### src/inc/usb_front_pkg.sv
// Purpose: shared constants for the usb front-end block
// Assumes: 8-bit special function register port, 40 MHz clock
// Notes:   charger register layouts are this block's own
package usb_front_pkg;
  // sfr addresses
  localparam logic [7:0] ADDR_INDIRECT_CORE_ADDRESS = 8'hae;
  localparam logic [7:0] ADDR_INDIRECT_CORE_DATA    = 8'haf;
  localparam logic [7:0] ADDR_TRANSCEIVER_CONTROL   = 8'hb3;
  localparam logic [7:0] ADDR_CHARGER_DETECT_CONFIG  = 8'hb4;
  localparam logic [7:0] ADDR_CHARGER_DETECT_CONTROL = 8'hb5;
  localparam logic [7:0] ADDR_CHARGER_DETECT_STATUS  = 8'hb6;
  // transceiver_control fields
  localparam int XCN_PULLUP_BIT = 7;
  localparam int XCN_XCVR_BIT   = 6;
  localparam int XCN_SPEED_BIT  = 5;
  localparam int XCN_TEST_HI    = 4;
  localparam int XCN_TEST_LO    = 3;
  localparam logic [4:0] XCN_RESET = 5'h00;
  localparam logic [1:0] TEST_NORMAL = 2'h0;
  localparam logic [1:0] TEST_DIFF1  = 2'h1;
  localparam logic [1:0] TEST_DIFF0  = 2'h2;
  localparam logic [1:0] TEST_SE0    = 2'h3;
  // indirect address fields
  localparam int ADR_BUSY_BIT = 7;
  localparam int ADR_AUTO_BIT = 6;
  localparam logic [5:0] ADR_RESET  = 6'h00;
  localparam logic [7:0] DATA_RESET = 8'h00;
  // charger_detect_config: [7] vbus sense, [5:4] contact, [3] primary, [2] secondary
  localparam int CF_VBUS_SENSE_BIT = 7;
  localparam int CF_DCD_HI = 5;
  localparam int CF_DCD_LO = 4;
  localparam int CF_PRI_BIT = 3;
  localparam int CF_SEC_BIT = 2;
  localparam logic [1:0] DCD_FULL = 2'h3;
  localparam logic [7:0] CF_RESET = 8'h00;
  // charger_detect_control: [0] sequence enable
  localparam int CN_SEQ_BIT = 0;
  // charger_detect_status flags (write one to clear [7:3])
  localparam int ST_ERR_BIT  = 7;
  localparam int ST_VBUS_ON  = 6;
  localparam int ST_DCD_DONE = 5;
  localparam int ST_PRI_DONE = 4;
  localparam int ST_SEC_DONE = 3;
  localparam int ST_SDP_BIT  = 2;
  localparam int ST_DCP_BIT  = 1;
  localparam int ST_CDP_BIT  = 0;
  // timing
  localparam int CLK_HZ     = 40_000_000;
  localparam int PHASE_US   = 100;
  localparam int PHASE_CYCLES = (PHASE_US * (CLK_HZ / 1_000_000));
  localparam int CORE_READ_CYCLES = 2;
  typedef enum logic [2:0] {
    SEQ_IDLE, SEQ_CONTACT, SEQ_PRIMARY, SEQ_SECONDARY
  } seq_state_t;
endpackage

### src/design/line_sync3.sv
// Purpose: three-stage synchroniser with agreement filter
// Assumes: input is asynchronous to ref_clk_i
// Notes:   output moves only when stages two and three agree
`timescale 1ns/1ps
`default_nettype none
module line_sync3 (
  input  wire logic ref_clk_i,
  input  wire logic resetn_i,
  input  wire logic async_i,
  output logic      level_o
);
  logic s1_reg;
  logic s2_reg;
  logic s3_reg;
  always_ff @(posedge ref_clk_i or negedge resetn_i) begin
    if (!resetn_i) begin
      s1_reg <= 1'b0;
      s2_reg <= 1'b0;
      s3_reg <= 1'b0;
    end else begin
      s1_reg <= async_i;
      s2_reg <= s1_reg;
      s3_reg <= s2_reg;
    end
  end
  always_ff @(posedge ref_clk_i or negedge resetn_i) begin
    if (!resetn_i) begin
      level_o <= 1'b0;
    end else if (s2_reg == s3_reg) begin
      level_o <= s3_reg;
    end
  end
endmodule
`default_nettype wire

### src/design/usb_charger_detect_phy_access.sv
// Purpose: charger detect sequencer, transceiver control, indirect core port
// Assumes: sfr bus of one-cycle read/write strobes; core answers after a fixed delay
// Notes:   analog comparators are abstracted into port-type result inputs
`timescale 1ns/1ps
`default_nettype none
// Functional notes
// - sequencer waits for enable and vbus; vbus assumed present without sensing
// - phases run contact, primary, secondary, skipping disabled ones
// - each finished phase sets its done flag and clears its enable
// - vbus loss while enabled aborts the phase and sets error
// - one interrupt for vbus arrival, vbus-loss error and phase completions
// - contact field full value enables detection plus timeout
// - after primary, a status bit reports standard port found
// - after secondary, two status bits report dedicated or charging port
// - speed 0 low speed pull-up on D-, 1 full speed on D+
// - line test field selects normal or forced line drive
// - readback bit shows differential bus state while transceiver enabled
// - two readback bits show D+ and D- levels
// - 6-bit address selects target core register
// - auto-read starts next read on each data read, address kept
// - data register reads or writes the selected core register
module usb_charger_detect_phy_access (
  input  wire logic       ref_clk_i,
  input  wire logic       resetn_i,
  input  wire logic [7:0] sfr_addr_i,
  input  wire logic [7:0] sfr_wdata_i,
  input  wire logic       sfr_wr_i,
  input  wire logic       sfr_rd_i,
  output logic      [7:0] sfr_rdata_o,
  input  wire logic       vbus_i,
  input  wire logic       dp_i,
  input  wire logic       dn_i,
  input  wire logic       contact_seen_i,
  input  wire logic       primary_charger_i,
  input  wire logic       secondary_dedicated_i,
  output logic            dp_o,
  output logic            dp_oe_o,
  output logic            dn_o,
  output logic            dn_oe_o,
  output logic            pullup_dp_o,
  output logic            pullup_dn_o,
  output logic            xcvr_suspend_o,
  output logic            full_speed_o,
  output logic            dcd_timeout_en_o,
  output logic            irq_o,
  output logic      [5:0] core_addr_o,
  output logic      [7:0] core_wdata_o,
  output logic            core_wr_o,
  output logic            core_rd_o,
  input  wire logic [7:0] core_rdata_i
);
  logic [4:0]  xcn_reg;
  logic [5:0]  adr_reg;
  logic        auto_reg;
  logic        busy_reg;
  logic [7:0]  data_reg;
  logic [7:0]  cf_reg;
  logic        seq_en_reg;
  logic [7:0]  st_reg;
  logic [7:0]  st_set;
  logic [1:0]  rd_cnt_reg;
  logic [31:0] ph_cnt_reg;
  logic        vbus_s;
  logic        dp_s;
  logic        dn_s;
  logic        vbus_d_reg;
  logic        vbus_ok;
  logic        phase_end;
  logic        wr_adr;
  logic        wr_dat;
  logic        rd_dat;
  logic        start_rd;
  usb_front_pkg::seq_state_t state_reg;

  line_sync3 u_sync_vbus (.ref_clk_i(ref_clk_i), .resetn_i(resetn_i),
                          .async_i(vbus_i), .level_o(vbus_s));
  line_sync3 u_sync_dp   (.ref_clk_i(ref_clk_i), .resetn_i(resetn_i),
                          .async_i(dp_i), .level_o(dp_s));
  line_sync3 u_sync_dn   (.ref_clk_i(ref_clk_i), .resetn_i(resetn_i),
                          .async_i(dn_i), .level_o(dn_s));

  assign vbus_ok = cf_reg[usb_front_pkg::CF_VBUS_SENSE_BIT] ? vbus_s : 1'b1;

  assign wr_adr = sfr_wr_i && (sfr_addr_i == usb_front_pkg::ADDR_INDIRECT_CORE_ADDRESS);
  assign wr_dat = sfr_wr_i && (sfr_addr_i == usb_front_pkg::ADDR_INDIRECT_CORE_DATA);
  assign rd_dat = sfr_rd_i && (sfr_addr_i == usb_front_pkg::ADDR_INDIRECT_CORE_DATA);
  assign start_rd = (wr_adr && sfr_wdata_i[usb_front_pkg::ADR_BUSY_BIT])
                  || (rd_dat && auto_reg);

  // transceiver control register
  always_ff @(posedge ref_clk_i or negedge resetn_i) begin
    if (!resetn_i) begin
      xcn_reg <= usb_front_pkg::XCN_RESET;
    end else if (sfr_wr_i && sfr_addr_i == usb_front_pkg::ADDR_TRANSCEIVER_CONTROL) begin
      xcn_reg <= sfr_wdata_i[7:3];
    end
  end

  always_comb begin
    pullup_dp_o = xcn_reg[4] && vbus_ok && xcn_reg[2];
    pullup_dn_o = xcn_reg[4] && vbus_ok && !xcn_reg[2];
  end
  assign full_speed_o   = xcn_reg[2];
  assign xcvr_suspend_o = !xcn_reg[3];

  always_comb begin
    dp_oe_o = 1'b1;
    dn_oe_o = 1'b1;
    dp_o    = 1'b0;
    dn_o    = 1'b0;
    case (xcn_reg[1:0])
      usb_front_pkg::TEST_DIFF1: begin
        dp_o = 1'b1;
      end
      usb_front_pkg::TEST_DIFF0: begin
        dn_o = 1'b1;
      end
      usb_front_pkg::TEST_SE0: begin
      end
      default: begin
        dp_oe_o = 1'b0;
        dn_oe_o = 1'b0;
      end
    endcase
  end

  always_ff @(posedge ref_clk_i or negedge resetn_i) begin
    if (!resetn_i) begin
      adr_reg  <= usb_front_pkg::ADR_RESET;
      auto_reg <= 1'b0;
    end else if (wr_adr) begin
      adr_reg  <= sfr_wdata_i[5:0];
      auto_reg <= sfr_wdata_i[usb_front_pkg::ADR_AUTO_BIT];
    end
  end
  assign core_addr_o = adr_reg;

  always_ff @(posedge ref_clk_i or negedge resetn_i) begin
    if (!resetn_i) begin
      busy_reg   <= 1'b0;
      rd_cnt_reg <= 2'h0;
    end else if (start_rd) begin
      busy_reg   <= 1'b1;
      rd_cnt_reg <= 2'(usb_front_pkg::CORE_READ_CYCLES);
    end else if (busy_reg) begin
      rd_cnt_reg <= rd_cnt_reg - 2'h1;
      if (rd_cnt_reg == 2'h1) begin
        busy_reg <= 1'b0;
      end
    end
  end
  // strobe trails the address write by one cycle so the core sees the new address
  always_ff @(posedge ref_clk_i or negedge resetn_i) begin
    if (!resetn_i) begin
      core_rd_o <= 1'b0;
    end else begin
      core_rd_o <= start_rd;
    end
  end

  // data moves to and from core
  always_ff @(posedge ref_clk_i or negedge resetn_i) begin
    if (!resetn_i) begin
      data_reg <= usb_front_pkg::DATA_RESET;
    end else if (wr_dat) begin
      data_reg <= sfr_wdata_i;
    end else if (busy_reg && rd_cnt_reg == 2'h1) begin
      data_reg <= core_rdata_i;
    end
  end
  assign core_wr_o    = wr_dat;
  assign core_wdata_o = sfr_wdata_i;

  // charger config, enables cleared by the sequencer
  always_ff @(posedge ref_clk_i or negedge resetn_i) begin
    if (!resetn_i) begin
      cf_reg <= usb_front_pkg::CF_RESET;
    end else begin
      if (sfr_wr_i && sfr_addr_i == usb_front_pkg::ADDR_CHARGER_DETECT_CONFIG) begin
        cf_reg <= sfr_wdata_i;
      end
      if (phase_end) begin
        case (state_reg)
          usb_front_pkg::SEQ_CONTACT: cf_reg[5:4] <= 2'h0;
          usb_front_pkg::SEQ_PRIMARY: cf_reg[usb_front_pkg::CF_PRI_BIT] <= 1'b0;
          usb_front_pkg::SEQ_SECONDARY: cf_reg[usb_front_pkg::CF_SEC_BIT] <= 1'b0;
          default: begin
          end
        endcase
      end
    end
  end
  assign dcd_timeout_en_o = (cf_reg[5:4] == usb_front_pkg::DCD_FULL);

  always_ff @(posedge ref_clk_i or negedge resetn_i) begin
    if (!resetn_i) begin
      seq_en_reg <= 1'b0;
    end else if (sfr_wr_i && sfr_addr_i == usb_front_pkg::ADDR_CHARGER_DETECT_CONTROL) begin
      seq_en_reg <= sfr_wdata_i[usb_front_pkg::CN_SEQ_BIT];
    end else if (state_reg != usb_front_pkg::SEQ_IDLE && phase_end
                 && state_reg == usb_front_pkg::SEQ_SECONDARY) begin
      seq_en_reg <= 1'b0;
    end
  end

  // phase timer: contact ends early on contact seen
  assign phase_end = (state_reg != usb_front_pkg::SEQ_IDLE) &&
                     ((ph_cnt_reg == 32'd1) ||
                      (state_reg == usb_front_pkg::SEQ_CONTACT && contact_seen_i));

  always_ff @(posedge ref_clk_i or negedge resetn_i) begin
    if (!resetn_i) begin
      state_reg  <= usb_front_pkg::SEQ_IDLE;
      ph_cnt_reg <= 32'd0;
    end else begin
      case (state_reg)
        usb_front_pkg::SEQ_IDLE: begin
          if (seq_en_reg && vbus_ok) begin
            ph_cnt_reg <= 32'(usb_front_pkg::PHASE_CYCLES);
            if (cf_reg[5:4] != 2'h0) begin
              state_reg <= usb_front_pkg::SEQ_CONTACT;
            end else if (cf_reg[usb_front_pkg::CF_PRI_BIT]) begin
              state_reg <= usb_front_pkg::SEQ_PRIMARY;
            end else if (cf_reg[usb_front_pkg::CF_SEC_BIT]) begin
              state_reg <= usb_front_pkg::SEQ_SECONDARY;
            end
          end
        end
        default: begin
          ph_cnt_reg <= ph_cnt_reg - 32'd1;
          if (!vbus_ok) begin
            state_reg <= usb_front_pkg::SEQ_IDLE;
          end else if (phase_end) begin
            ph_cnt_reg <= 32'(usb_front_pkg::PHASE_CYCLES);
            if (state_reg == usb_front_pkg::SEQ_CONTACT && cf_reg[usb_front_pkg::CF_PRI_BIT]) begin
              state_reg <= usb_front_pkg::SEQ_PRIMARY;
            end else if (state_reg != usb_front_pkg::SEQ_SECONDARY
                         && cf_reg[usb_front_pkg::CF_SEC_BIT]) begin
              state_reg <= usb_front_pkg::SEQ_SECONDARY;
            end else begin
              state_reg <= usb_front_pkg::SEQ_IDLE;
            end
          end
        end
      endcase
    end
  end

  always_ff @(posedge ref_clk_i or negedge resetn_i) begin
    if (!resetn_i) begin
      vbus_d_reg <= 1'b0;
    end else begin
      vbus_d_reg <= vbus_s;
    end
  end

  // status flag sets; set beats a write-one clear
  always_comb begin
    st_set = 8'h00;
    st_set[usb_front_pkg::ST_VBUS_ON]  = vbus_s && !vbus_d_reg;
    st_set[usb_front_pkg::ST_ERR_BIT]  = cf_reg[usb_front_pkg::CF_VBUS_SENSE_BIT] &&
                                         seq_en_reg && vbus_d_reg && !vbus_s;
    st_set[usb_front_pkg::ST_DCD_DONE] = phase_end && vbus_ok &&
                                         state_reg == usb_front_pkg::SEQ_CONTACT;
    st_set[usb_front_pkg::ST_PRI_DONE] = phase_end && vbus_ok &&
                                         state_reg == usb_front_pkg::SEQ_PRIMARY;
    st_set[usb_front_pkg::ST_SEC_DONE] = phase_end && vbus_ok &&
                                         state_reg == usb_front_pkg::SEQ_SECONDARY;
  end

  always_ff @(posedge ref_clk_i or negedge resetn_i) begin
    if (!resetn_i) begin
      st_reg <= 8'h00;
    end else begin
      if (sfr_wr_i && sfr_addr_i == usb_front_pkg::ADDR_CHARGER_DETECT_STATUS) begin
        st_reg[7:3] <= (st_reg[7:3] & ~sfr_wdata_i[7:3]) | st_set[7:3];
      end else begin
        st_reg[7:3] <= st_reg[7:3] | st_set[7:3];
      end
      if (st_set[usb_front_pkg::ST_PRI_DONE]) begin
        st_reg[usb_front_pkg::ST_SDP_BIT] <= !primary_charger_i;
      end
      if (st_set[usb_front_pkg::ST_SEC_DONE]) begin
        st_reg[usb_front_pkg::ST_DCP_BIT] <= secondary_dedicated_i;
        st_reg[usb_front_pkg::ST_CDP_BIT] <= !secondary_dedicated_i;
      end
    end
  end

  assign irq_o = |st_reg[7:3];

  always_ff @(posedge ref_clk_i or negedge resetn_i) begin
    if (!resetn_i) begin
      sfr_rdata_o <= 8'h00;
    end else begin
      case (sfr_addr_i)
        usb_front_pkg::ADDR_TRANSCEIVER_CONTROL:
          sfr_rdata_o <= {xcn_reg, dp_s && !dn_s && xcn_reg[3], dp_s, dn_s};
        usb_front_pkg::ADDR_INDIRECT_CORE_ADDRESS:
          sfr_rdata_o <= {busy_reg, auto_reg, adr_reg};
        usb_front_pkg::ADDR_INDIRECT_CORE_DATA:    sfr_rdata_o <= data_reg;
        usb_front_pkg::ADDR_CHARGER_DETECT_CONFIG:  sfr_rdata_o <= cf_reg;
        usb_front_pkg::ADDR_CHARGER_DETECT_CONTROL: sfr_rdata_o <= {7'h00, seq_en_reg};
        usb_front_pkg::ADDR_CHARGER_DETECT_STATUS:  sfr_rdata_o <= st_reg;
        default: sfr_rdata_o <= 8'h00;
      endcase
    end
  end

  AST_BUSY_CLEARS: assert property (@(posedge ref_clk_i) disable iff (!resetn_i)
    start_rd |=> busy_reg ##1 busy_reg ##1 !busy_reg || start_rd)
    else $error("busy did not clear after read");
  AST_AUTO_RELAUNCH: assert property (@(posedge ref_clk_i) disable iff (!resetn_i)
    (rd_dat && auto_reg) |=> busy_reg && $stable(adr_reg))
    else $error("auto read did not relaunch");
  AST_PULLUP_VBUS: assert property (@(posedge ref_clk_i) disable iff (!resetn_i)
    (pullup_dp_o || pullup_dn_o) |-> vbus_ok && xcn_reg[4])
    else $error("pullup without vbus");
  AST_SPEED_LINE: assert property (@(posedge ref_clk_i) disable iff (!resetn_i)
    pullup_dp_o |-> full_speed_o)
    else $error("pullup on wrong line");
  AST_SE0_DRIVE: assert property (@(posedge ref_clk_i) disable iff (!resetn_i)
    (xcn_reg[1:0] == usb_front_pkg::TEST_SE0) |-> dp_oe_o && dn_oe_o && !dp_o && !dn_o)
    else $error("se0 test drive wrong");
  AST_IDLE_GATE: assert property (@(posedge ref_clk_i) disable iff (!resetn_i)
    (state_reg == usb_front_pkg::SEQ_IDLE && !seq_en_reg) |=>
    state_reg == usb_front_pkg::SEQ_IDLE)
    else $error("sequencer left idle without enable");
  AST_PRI_DONE: assert property (@(posedge ref_clk_i) disable iff (!resetn_i)
    st_set[usb_front_pkg::ST_PRI_DONE] |=>
    st_reg[usb_front_pkg::ST_PRI_DONE] && !cf_reg[usb_front_pkg::CF_PRI_BIT])
    else $error("primary completion not recorded");
  AST_ABORT: assert property (@(posedge ref_clk_i) disable iff (!resetn_i)
    (state_reg != usb_front_pkg::SEQ_IDLE && !vbus_ok) |=>
    state_reg == usb_front_pkg::SEQ_IDLE)
    else $error("phase not aborted on vbus loss");
  AST_IRQ: assert property (@(posedge ref_clk_i) disable iff (!resetn_i)
    (|st_set[7:3]) |=> irq_o)
    else $error("interrupt missing");
endmodule
`default_nettype wire

### config.mk
export PLATFORM = sky130hd
export DESIGN_NAME = usb_charger_detect_phy_access
export DESIGN_NICKNAME = d
export VERILOG_FILES = /design/src/inc/usb_front_pkg.sv /design/src/design/line_sync3.sv /design/src/design/usb_charger_detect_phy_access.sv
export SDC_FILE = /design/constraint.sdc
export NUM_CORES = 1
export LEC_CHECK = 0
export BUFFER_PORTS_ARGS = -buffer_cell sky130_fd_sc_hd__buf_2
export CAP_MARGIN = 30
export CORE_MARGIN = 1
export CORE_UTILIZATION = 55
export DETAILED_ROUTE_END_ITERATION = 8
export PLACE_DENSITY_LB_ADDON = 0.05
export SLEW_MARGIN = 40
export SYNTH_ARGS = -nofsm -noshare
export SYNTH_HDL_FRONTEND = slang
export SYNTH_HIERARCHICAL = 1
export SYNTH_SLANG_ARGS = --single-unit
export TNS_END_PERCENT = 20
### constraint.sdc
create_clock -name ref_clk_i -period 2.7 [get_ports ref_clk_i]
set_clock_uncertainty 0.05 [all_clocks]
set_input_delay 0.135 -clock ref_clk_i [delete_from_list [all_inputs] [get_ports ref_clk_i]]
set_output_delay 0.135 -clock ref_clk_i [all_outputs]
set_load 0.01 [all_outputs]
==> flow_summary.toml <==
[clock_tree]
cts_setup_buffers = 0
post_cts_resized = 0
htree_levels = 3
clkLatencyLatePin_ns = 0.38
tritoncts_num_sinks = 96
postCtsHoldBufs = 11
numCtsBuffers = 9
clock_path_buffers = 2
cts_tree = "built"
cts-root-buf = "clkbuf_8"
clk_pin_slew_worst_paths_ns = 0.11

[status]
outcome = "finished clean"

[route]
detailedRoute.firstPassIterationCount = 5
post-route-drc-count = 0
final_antenna_net_count = 0
num_vias = 4053
detail_route.iter0.violations = 170
postRouteWirelength_um = 11600
routedWlPerCell_um = 17.5
vias_cell = 6.15

[power]
share_seq_of_total_power_pct = 45.6
cell_internal_pwr_mw = 2.40
power.switching_mw = 1.45
p_per_area_nw_per_um2 = 671
pwr-share-clk_pct = 24.5
p_comb_share_pct = 30.0
vdd_ir_drop_max_mv = 0.421
power.switching_fraction_pct = 37.7
p_leak_nw = 2.64

[layout]
final_cell_mix = "96 x dfrtp_1, 66 x buf_2, 49 x nand2_1"
final_cell_area_sq_um = 5740
largest_reg_flops = 32
layout.cells.most_common = "dfrtp_1"
final_layout_size_suffix_gt1_share_pct = 25.4
insertedDiodeCount = 0
area_growth_pct = 15.3
nets = 583

[sta]
fin_crit_ns = 2.52
final_max_slew_viol_count = 0
fraction_of_the_cycle_the_final_worst_path_needs_pct = 93.4
totalNegativeSetupSlack_ns = 0
final-hold-violation-count = 0
max_freq_mhz = 397
max_slew.worst_pin.slew_ns = 0.626
grt_setup_unrepaired = "false"
worst_slack_ns = 0.179
relSlewSlack_pct = 58.3
timing.final.setup_violations = 0

[grt]
grt_pass1_vias = 3876
grt_first_pass_wirelength_um = 19800
initial_antenna_violation_count = 0
grt_overflow_total = 0
pin_count_of_the_biggest_net_entering_global_routing = 51
globalRouteTotalUtil_pct = 25.9

[placed_design]
placement.io_buffers = 67
dp_hpwl_um = 8160
place_worst_setup_slack_ns = 0.230
gp_congestion = 0.818
post_dp_cell_area_sq_um = 5420

[critical_path]
setup.worst_path.class = "flip-flop to flip-flop"
path_max_fanout = 19
worstSetupStartpoint = "ph_cnt_reg[23]"
worst_path_max_delay_cell = "or4_4"
critPathRequiredTime_ns = 2.91
setup.worst_path.start_class = "flip-flop"
crit_chain = "or4_4 > nor4_4 > and4_1 > buf_4 > a21oi_2 > a221o_1"
timing.critical_path.to_type = "flip-flop"
rr_startpoint = "ph_cnt_reg[23]"
cp.arrival_ns = 2.73
cp_slowest_stage_delay_ns = 0.57

[floorplan]
floorplan.initialDensity_pct = 56.8
core.rowCount = 34
core_area_sq_um = 8760
die_w_um = 97.1
die_area_sq_um = 9440
io_pins = 68
die-height_um = 97.1

[synthesis]
leading_register_cell_type_out_of_synthesis = "dfrtp_1"
number_of_synthesized_register_bits = 96
post_synth.cell_area_avg_sq_um = 10.5
ys_types = 75
yosysWarnings = 6
ys_async_sr_fraction_pct = 100
postSynthCellCount = 473
synth_edf_count = 0
postSynthNetCount = 510
syn_area_sq_um = 4980
ys_seq_area_share_pct = 48.3

[min_path]
min-delay-path-class = "input pin to flip-flop"
hold_path_startpoint = "core_rdata_i[1]"

[run]
cap_viol_max_count = 0
[layer usage]
layer | wire length [um] | GRT usage, %
met2 | 5720 | 43.6
met3 | 433 | 3.96
met4 | 194 | 8.38
met5 | 0 | 0
met1 | 5200 | 34.4
[metrics by stage]
step / power [mW] / hold slack [ns] / instances / util (%)
after floorplan: 2.56 / -0.211 / 473 / -
after global routing: 4.07 / 0.00986 / 659 / 65.5
after CTS: 3.87 / 0.00519 / 659 / 65.4
after detailed placement: 2.92 / 0.145 / 632 / 61.9
after global placement: 2.89 / 0.143 / 632 / 61.9
final: 3.85 / 0.00655 / 659 / 65.5
[worst max-delay path, delay by kind of cell, from the launching register on]
| family | cells | cell delay (ns) |
|---|---|---|
| compound gates | 2 | 0.48 |
| buf+inv | 1 | 0.25 |
| flops | 1 | 0.43 |
| simple gates | 3 | 1.20 |
[synthesized netlist by cell type (all sizes together) (4+ instances only)]
cell / number / area share [%]
nand3: 10 / 1.0
nor3: 16 / 1.8
nand2b: 4 / 0.50
or4: 7 / 1.2
o211ai: 6 / 0.90
a22o: 4 / 0.70
nor4: 12 / 2.5
and2: 4 / 0.50
mux2i: 16 / 3.2
o311ai: 7 / 1.2
buf: 15 / 2.4
a21oi: 13 / 1.4
nor2b: 8 / 1.0
o22a: 4 / 0.70
nor2: 30 / 2.3
a22oi: 8 / 1.2
a211oi: 5 / 0.75
dfrtp: 96 / 48
or3: 7 / 0.88
inv: 14 / 1.1
o21ai: 16 / 1.8
a31oi: 5 / 0.63
nand2: 49 / 3.7
o31ai: 6 / 0.90
clkbuf: 17 / 1.3
mux2: 16 / 3.6
a2111oi: 6 / 1.1
a222oi: 7 / 1.4
or3b: 4 / 0.70
nand4: 7 / 1.6
[power groups by stage]
| stage | Combinational [mW] | Sequential (mW) | Clock, mW |
|---|---|---|---|
| 2_1_floorplan | 0.839 | 1.72 | 0 |
| 3_3_place_gp | 1.12 | 1.77 | 0 |
| 3_5_place_dp | 1.14 | 1.78 | 0 |
| 4_1_cts | 1.15 | 1.75 | 0.965 |
| 5_1_grt | 1.27 | 1.78 | 1.02 |
| 6_report | 1.15 | 1.75 | 0.943 |
[cell families after synthesis]
group                    count (synthesis)  share of synthesized area, %
AO/OA/AOI/OAI                          119                          18.6
flip-flops                              96                          48.3
XOR/XNOR                                 1                         0.176
multiplexers                            32                          6.84
buffers and inverters                   46                          4.70
AND/OR/NAND/NOR                        173                          20.0
adder cells (fa/ha/maj)                  6                          1.43
[area by class of cell]
| type | count | area [sq um] |
|---|---|---|
| Clock buffer | 9 | 124 |
| Clock inverter | 7 | 73.8 |
| Fill cell | 729 | 3020 |
| Inverter | 14 | 52.6 |
| Multi-Input combinational cell | 331 | 2360 |
| Sequential cell | 96 | 2400 |
| Tap cell | 108 | 135 |
| Timing Repair Buffer | 94 | 593 |
[path summary, 6_finish.rpt]
path	slack [ns]	endpoint	depth (start not counted)
min	0.007	data_reg[1]	3
max in group asynchronous	1.66	ph_cnt_reg[31]	3
max reg2reg	0.18	ph_cnt_reg[17]	6
min in group asynchronous	0.25	sfr_rdata_o[1]	2
max	0.18	ph_cnt_reg[17]	6
min reg2reg	0.31	u_sync_dn/s2_reg	0
Note: power is estimated with default switching activity, not from simulation.
